--- src/hw/pbt_pkg.sv ---
/*
 * pbt_pkg: register offsets, reset values, counter references and carrier
 * types for the programmable blank timing block.
 * Assumes one 250 MHz clock, with a 1x pixel clock enable made elsewhere.
 */
package pbt_pkg;
    // ========================================================================
    // register offsets (host sub-addresses)
    // ========================================================================
    localparam logic [7:0] PBT_OFS_HBS_LOW  = 8'h20;
    localparam logic [7:0] PBT_OFS_HBS_HIGH = 8'h21;
    localparam logic [7:0] PBT_OFS_HBE      = 8'h22;
    localparam logic [7:0] PBT_OFS_VBS_LOW  = 8'h23;
    localparam logic [7:0] PBT_OFS_VBS_HIGH = 8'h24;
    localparam logic [7:0] PBT_OFS_VBE      = 8'h25;

    // ========================================================================
    // reset values
    // ========================================================================
    localparam logic [7:0] PBT_RST_HBS_LOW  = 8'h4a;
    localparam logic [1:0] PBT_RST_HBS_HIGH = 2'h0;
    localparam logic [7:0] PBT_RST_HBE      = 8'h7a;
    localparam logic [7:0] PBT_RST_VBS_LOW  = 8'h03;
    localparam logic [0:0] PBT_RST_VBS_HIGH = 1'h1;
    localparam logic [7:0] PBT_RST_VBE      = 8'h13;

    // ========================================================================
    // field layout and counter references
    // ========================================================================
    localparam int         PBT_HBS_HIGH_W   = 2;
    localparam int         PBT_VBS_HIGH_W   = 1;
    localparam logic [9:0] PBT_HCNT_AT_SYNC = 10'h020;
    localparam logic [9:0] PBT_HEND_AT_SYNC = 10'h000;
    localparam logic [9:0] PBT_HOFS_START   = PBT_HCNT_AT_SYNC - PBT_HEND_AT_SYNC;
    localparam logic [9:0] PBT_LINE_AT_SYNC = 10'h000;
    localparam logic [9:0] PBT_EVEN_OFS_525 = 10'h106;
    localparam logic [9:0] PBT_EVEN_OFS_625 = 10'h139;

    // ========================================================================
    // carrier types
    // ========================================================================
    typedef struct packed {
        logic       valid;
        logic       write;
        logic [7:0] addr;
        logic [7:0] wdata;
    } pbt_reg_req_t;

    typedef struct packed {
        logic       hsync_lead;
        logic       vsync_lead;
        logic       odd_field;
        logic       pix_en;
    } pbt_timing_t;

    typedef enum logic [1:0] {
        PBT_H_ACTIVE = 2'b00,
        PBT_H_BLANK  = 2'b01
    } pbt_hstate_t;
endpackage : pbt_pkg

--- src/hw/pbt_blank_timing.sv ---
/*
 * pbt_blank_timing: programmable blank output and pixel input gate.
 * Assumes sync edge pulses and the 1x pixel enable come from logic on clk,
 * and the host register port delivers one-cycle requests on clk.
 */
module pbt_blank_timing #(
    parameter int HCNT_W = 10,
    parameter int LINE_W = 10
) (
    input  wire logic                 clk,
    input  wire logic                 srst,
    input  wire pbt_pkg::pbt_reg_req_t reg_req,
    output logic [7:0]                reg_rdata,
    output logic                      reg_rvalid,
    input  wire pbt_pkg::pbt_timing_t timing,
    input  wire logic                 blank_is_output,
    input  wire logic                 quarter_res_input_mode,
    input  wire logic                 std_625_line,
    output logic                      blank_out,
    output logic                      pixel_accept
);
    import pbt_pkg::*;

    // ========================================================================
    // parameter guard
    // ========================================================================
    // the compare datapath and the package references are ten bits wide;
    // other widths would silently truncate the start and line compares
    if (HCNT_W != 10 || LINE_W != 10) begin : g_width_check
        $error("pbt_blank_timing: counter widths not supported");
    end

    // ========================================================================
    // helper functions
    // ========================================================================
    // one write decode for every register; reads never change state
    function automatic logic wr_hit(
        input pbt_reg_req_t req,
        input logic [7:0]   ofs
    );
        wr_hit = req.valid && req.write && (req.addr == ofs);
    endfunction : wr_hit

    // vertical compare: blanking stands from line n to the next odd vsync
    function automatic logic line_reached(
        input logic [9:0] line,
        input logic [9:0] first
    );
        line_reached = (line >= first);
    endfunction : line_reached

    // ========================================================================
    // register file
    // ========================================================================
    logic [7:0] hbs_low_reg;
    logic [1:0] hbs_high_reg;
    logic [7:0] hbe_reg;
    logic [7:0] vbs_low_reg;
    logic [0:0] vbs_high_reg;
    logic [7:0] vbe_reg;

    // horizontal start, low byte; a write lands on the next cycle
    always_ff @(posedge clk) begin
        if (srst) begin
            hbs_low_reg <= PBT_RST_HBS_LOW;
        end else if (wr_hit(reg_req, PBT_OFS_HBS_LOW)) begin
            hbs_low_reg <= reg_req.wdata;
        end
    end

    // horizontal start, two high bits; reserved bits are not stored
    always_ff @(posedge clk) begin
        if (srst) begin
            hbs_high_reg <= PBT_RST_HBS_HIGH;
        end else if (wr_hit(reg_req, PBT_OFS_HBS_HIGH)) begin
            hbs_high_reg <= reg_req.wdata[PBT_HBS_HIGH_W-1:0];
        end
    end

    // horizontal end, a plain byte in the sync-referenced count
    always_ff @(posedge clk) begin
        if (srst) begin
            hbe_reg <= PBT_RST_HBE;
        end else if (wr_hit(reg_req, PBT_OFS_HBE)) begin
            hbe_reg <= reg_req.wdata;
        end
    end

    // vertical start, low byte
    always_ff @(posedge clk) begin
        if (srst) begin
            vbs_low_reg <= PBT_RST_VBS_LOW;
        end else if (wr_hit(reg_req, PBT_OFS_VBS_LOW)) begin
            vbs_low_reg <= reg_req.wdata;
        end
    end

    // vertical start, ninth bit; a host changing both bytes sees a
    // mixed value from the first write until the second one lands
    always_ff @(posedge clk) begin
        if (srst) begin
            vbs_high_reg <= PBT_RST_VBS_HIGH;
        end else if (wr_hit(reg_req, PBT_OFS_VBS_HIGH)) begin
            vbs_high_reg <= reg_req.wdata[PBT_VBS_HIGH_W-1:0];
        end
    end

    // vertical end: kept only so its address reads back, drives nothing
    always_ff @(posedge clk) begin
        if (srst) begin
            vbe_reg <= PBT_RST_VBE;
        end else if (wr_hit(reg_req, PBT_OFS_VBE)) begin
            vbe_reg <= reg_req.wdata;
        end
    end

    // readback; reserved bits and unmapped addresses read zero
    always_ff @(posedge clk) begin
        if (srst) begin
            reg_rdata  <= 8'h00;
            reg_rvalid <= 1'b0;
        end else begin
            reg_rvalid <= reg_req.valid && !reg_req.write;
            case (reg_req.addr)
                PBT_OFS_HBS_LOW:  reg_rdata <= hbs_low_reg;
                PBT_OFS_HBS_HIGH: reg_rdata <= {6'h00, hbs_high_reg};
                PBT_OFS_HBE:      reg_rdata <= hbe_reg;
                PBT_OFS_VBS_LOW:  reg_rdata <= vbs_low_reg;
                PBT_OFS_VBS_HIGH: reg_rdata <= {7'h00, vbs_high_reg};
                PBT_OFS_VBE:      reg_rdata <= vbe_reg;
                default:          reg_rdata <= 8'h00;
            endcase
        end
    end

    // ========================================================================
    // compare values
    // ========================================================================
    logic [9:0] hblank_start;
    logic [9:0] hblank_end;
    logic [9:0] vblank_start;
    logic [9:0] even_ofs;
    logic [9:0] vblank_start_even;

    assign hblank_start      = {hbs_high_reg, hbs_low_reg};
    assign hblank_end        = {2'b00, hbe_reg};
    assign vblank_start      = {1'b0, vbs_high_reg, vbs_low_reg};
    assign even_ofs          = std_625_line ? PBT_EVEN_OFS_625 : PBT_EVEN_OFS_525;
    assign vblank_start_even = vblank_start + even_ofs;

    // ========================================================================
    // counters
    // ========================================================================
    // count is end-referenced (sync edge = 0); start compare adds the offset
    logic [9:0] hcnt_reg;
    logic [9:0] line_reg;
    logic       odd_reg;

    always_ff @(posedge clk) begin
        if (srst) begin
            hcnt_reg <= PBT_HEND_AT_SYNC;
        end else if (timing.hsync_lead) begin
            hcnt_reg <= PBT_HEND_AT_SYNC;
        end else if (timing.pix_en && hcnt_reg != 10'h3ff) begin
            hcnt_reg <= hcnt_reg + 10'h001;
        end
    end

    // line count: saturates so a missing vsync cannot wrap into line n
    always_ff @(posedge clk) begin
        if (srst) begin
            line_reg <= PBT_LINE_AT_SYNC;
        end else if (timing.vsync_lead && timing.odd_field) begin
            line_reg <= PBT_LINE_AT_SYNC;
        end else if (timing.hsync_lead && line_reg != 10'h3ff) begin
            line_reg <= line_reg + 10'h001;
        end
    end

    // field flag: any vsync picks the field; only odd clears the count
    always_ff @(posedge clk) begin
        if (srst) begin
            odd_reg <= 1'b1;
        end else if (timing.vsync_lead) begin
            odd_reg <= timing.odd_field;
        end
    end

    // ========================================================================
    // blanking decisions
    // ========================================================================
    logic h_start_hit;
    logic h_end_hit;
    logic v_out_blank;
    logic v_in_stop;
    pbt_hstate_t hstate_reg;

    assign h_start_hit = (hcnt_reg + PBT_HOFS_START) == hblank_start;
    assign h_end_hit   = hcnt_reg == hblank_end;
    // output vertical blank: line n in odd field, n plus offset in even
    assign v_out_blank = odd_reg ? line_reached(line_reg, vblank_start)
                                 : line_reached(line_reg, vblank_start_even);
    // quarter-res source is noninterlaced: input stops at n of each frame
    assign v_in_stop   = quarter_res_input_mode ? line_reached(line_reg, vblank_start) : v_out_blank;

    // horizontal state: start checked only while active, end only while blank; a shared count toggles state each line
    always_ff @(posedge clk) begin
        if (srst) begin
            hstate_reg <= PBT_H_ACTIVE;
        end else if (timing.pix_en) begin
            case (hstate_reg)
                PBT_H_ACTIVE: if (h_start_hit) hstate_reg <= PBT_H_BLANK;
                PBT_H_BLANK:  if (h_end_hit) hstate_reg <= PBT_H_ACTIVE;
                default:      hstate_reg <= PBT_H_ACTIVE;
            endcase
        end
    end

    // blank output; timing values ignored while the blank pin is an input
    always_ff @(posedge clk) begin
        if (srst) begin
            blank_out <= 1'b0;
        end else if (!blank_is_output) begin
            blank_out <= 1'b0;
        end else begin
            blank_out <= (hstate_reg == PBT_H_BLANK) || v_out_blank;
        end
    end

    // input gate; in quarter-res mode it may close while output is live
    always_ff @(posedge clk) begin
        if (srst) begin
            pixel_accept <= 1'b1;
        end else if (!blank_is_output) begin
            pixel_accept <= 1'b1;
        end else begin
            pixel_accept <= (hstate_reg != PBT_H_BLANK) && !v_in_stop;
        end
    end
endmodule : pbt_blank_timing

--- config.mk ---
export PLATFORM = sky130hd
export DESIGN_NAME = pbt_blank_timing
export DESIGN_NICKNAME = d
export VERILOG_FILES = /design/src/hw/pbt_pkg.sv /design/src/hw/pbt_blank_timing.sv
export SDC_FILE = /design/constraint.sdc
export NUM_CORES = 1
export LEC_CHECK = 0
export BUFFER_PORTS_ARGS = -buffer_cell sky130_fd_sc_hd__buf_4
export CAP_MARGIN = 40
export CORE_MARGIN = 2
export CORE_UTILIZATION = 59
export CTS_CLUSTER_SIZE = 20
export DETAILED_ROUTE_END_ITERATION = 8
export PLACE_DENSITY = 0.9
export SETUP_SLACK_MARGIN = 0.15
export SYNTH_ARGS = -nofsm -noshare
export SYNTH_HDL_FRONTEND = slang
export SYNTH_SLANG_ARGS = --single-unit
--- constraint.sdc ---
create_clock -name clk -period 3.7 [get_ports clk]
set_clock_uncertainty 0.1 [all_clocks]
set_input_delay 0.74 -clock clk [delete_from_list [all_inputs] [get_ports clk]]
set_output_delay 0.74 -clock clk [all_outputs]
set_load 0.005 [all_outputs]
==> out/metrics.cfg <==
[cells_and_area]
multi_input_area_um2 = 2380
areaGrowthSynthToFinish_pct = 13.0
final_nets = 519
ff_latch_area_um2 = 1360
antenna_cells = 0
drive_gt1_share_pct = 13.0
nFillCells = 488
fin_cells = 545

[synthesis]
yosysWarnings = 0
syn_avg_cell_area_um2 = 8.96
synth_ff_type = dfxtp_1
synth-async-reset-ratio_pct = 0
synth-seq-cells = 68
seq_area_frac_synth_pct = 35.2
syn_area_um2 = 3870
synth_edf_count = 0
synth.distinct_cells = 53
synth_cells = 432
synth_nets = 488

[timing]
fin_setup_tns_ns = 0
hold_slack_ns = 0.382
finalSetupViolCount = 0
hold_violations = 0
finalCriticalPeriod_ns = 3.38
timing.fmax_ghz = 0.296
max-slew-margin-rel_pct = 60.4
fin_crit_sh_pct = 91.3
drv_slew = 0
layout_setup_ws_ns = 0.323
grt_setup_unrepaired = false
tightestPinTransition_ns = 0.579

[floorplan]
io_pins = 38
coreArea_um2 = 6350
die_w_um = 85.0
dieHeight_um = 85.0
rows = 29
start_util_pct = 61.0
die-area_um2 = 7230

[drt]
routed_wl_um = 9070
drt_iter0_drc = 153
drtAntennaViolNets = 0
drc = 0
post_drt_wl_per_cell_um = 16.6
vias = 3294
via_per_inst = 6.04
drtPass1Iterations = 4

[outcome]
status = complete, no violations

[pwr]
powerDensity_nw_per_um2 = 333
power.total_mw = 1.46
vdd_drop_max_uv = 486
p_leak_nw = 1.81

[placed_design]
dpl.hpwl_um = 7020
dp_slack_ns = 0.000802
post-place-cells = 529
place_congestion = 0.906
port_buffers = 37

[worst_setup_path]
cp-end-kind = flop
worstPathMaxFanout = 5
crit_chain = buf_4 -> ha_1 -> fa_1 -> a21o_1 -> a21oi_1 -> o21bai_1 -> a21oi_1 -> xnor2_1 -> ha_1 -> nand2_1 -> nor2_1 -> a211oi_1 -> o2111ai_1 -> and4_1
r2r_start = vbs_low_reg[0]
r2r-end = blank_out
slowest_delay_ns = 0.42
reg2regPathDepth = 13
cp-start-kind = input pin
crit_family = compound AO/OA/AOI/OAI gates
worst_ep_required_time_ns = 3.84
crit_slowest_cell = fa_1
r2r_setup_slack_ns = 0.49
path_buf_inv = 1
cp_num_cells = 14
arrival_ns = 3.52
crit_type = input pin to flop

[grt]
use_met1_pct = 28.9
overflow = 0
grt_use_met2_pct = 46.1
busiest_layer = met2
grt_max_degree = 26
antenna_found_initial = 0
met3_usage_pct = 7.78
grt_pass1_vias = 3335
grt_pass1_wl_um = 15200
grt_use_total_pct = 26.4

[cts]
clockRootBuffer = clkbuf_8
cts_hold_buf = 0
clk_latency_ns = 0.35
cts_buffers = 9
cts_setup_buffers = 0
clock_path_buffers = 2
cts.repair.resized = 0
cts_tree = built
h-tree-depth = 3
clock_sinks = 68
clkTransAtPathRegs_ns = 0.07

[worst_hold_path]
holdCritPathClass = flop to flop
hold_path_depth = 2
worstHoldEndpoint = vbe_reg[1]
hold_start = vbe_reg[1]

[job]
cap_violations = 0

[per-stage QoR]
stage          cell area (µm²)  util [%]
3_3_place_gp              4180      65.9
5_1_grt                   4380      68.9
6_report                  4380      68.9
3_5_place_dp              4180      65.9
4_1_cts                   4380      68.9
2_1_floorplan             3870         -
[report_power, final]
part | total, mW | internal [mW] | switching, mW
clock network | 0.600 | 0.329 | 0.272
logic | 0.117 | 0.0517 | 0.0658
registers | 0.741 | 0.736 | 0.00512
[layer usage]
layer	wire length, µm	share of wire [%]
met3	530	5.8
met5	0	0
met4	283	3.1
met2	4700	52
met1	3560	39
[Yosys cell counts, drive strengths merged (2+ instances only)]
| cell | instances | area share, % |
|---|---|---|
| dfxtp | 68 | 35 |
| nor2 | 60 | 5.8 |
| mux2i | 40 | 10 |
| nand2 | 35 | 3.4 |
| ha | 28 | 9.0 |
| xnor2 | 23 | 5.2 |
| nand3 | 21 | 2.7 |
| clkbuf | 17 | 1.6 |
| xor2 | 16 | 3.6 |
| inv | 14 | 1.4 |
| a21oi | 13 | 1.7 |
| a221oi | 7 | 1.6 |
| and3 | 7 | 1.1 |
| a32oi | 6 | 1.4 |
| nand4 | 6 | 0.97 |
| nor3 | 6 | 1.4 |
| o21ai | 6 | 0.78 |
| and4 | 5 | 1.1 |
| nor3b | 5 | 0.97 |
| a21o | 4 | 0.78 |
| nand2b | 4 | 0.65 |
| nor4 | 4 | 0.81 |
| a211oi | 2 | 0.39 |
| a31oi | 2 | 0.32 |
| buf | 2 | 0.42 |
| nand3b | 2 | 0.39 |
| nor2b | 2 | 0.32 |
| o2111ai | 2 | 0.45 |
| o211ai | 2 | 0.39 |
| o21bai | 2 | 0.39 |
| o311ai | 2 | 0.45 |
| or2 | 2 | 0.39 |
[tightest hold or removal path: cells and delay by family (launching register included)]
family	cells	cell delay (ns)
mux	1	0.07
flops	1	0.33
simple gates	1	0.06
[placed cells by master, fill, tap and decap left out, types with 2 or more instances in the layout]
master	instances
dfxtp_1	68
nor2_1	60
mux2i_1	40
buf_4	39
nand2_1	35
ha_1	28
xnor2_1	23
nand3_1	21
xor2_1	16
inv_1	14
a21oi_1	13
clkbuf_8	10
a221oi_1	7
and3_1	7
o21ai_0	6
a32oi_1	6
nand4_1	6
nor3b_1	5
and4_1	5
a21o_1	4
nor3_1	4
nand2b_1	4
nor4_1	3
a31oi_1	2
o21bai_1	2
o311ai_0	2
nor3_4	2
nand3b_1	2
o211ai_1	2
nor2b_1	2
a211oi_1	2
o2111ai_1	2
clkinv_2	2
clkbuf_1	2
[worst max path at each step]
stage | from | endpoint
after detailed placement | std_625_line | blank_out
final | std_625_line | blank_out
after global placement | std_625_line | blank_out
after floorplan | std_625_line | blank_out
after CTS | std_625_line | blank_out
after global routing | std_625_line | blank_out
[area by class of cell]
cell class                      count  share of cell area [%]
Multi-Input combinational cell    331                    54.4
Sequential cell                    68                    31.1
Timing Repair Buffer               39                    6.69
Clock buffer                       12                    3.32
Tap cell                           77                    2.20
Inverter                           14                    1.20
Clock inverter                      4                    1.12
[cells by family after synthesis]
family | synth area share [%]
AO/OA/AOI/OAI | 10.8
XOR/XNOR | 8.82
adder cells (fa/ha/maj) | 9.56
buffers and inverters | 3.42
flip-flops | 35.2
multiplexers | 11.2
AND/OR/NAND/NOR | 21.1
No activity file was read; power rests on OpenSTA's default activity.
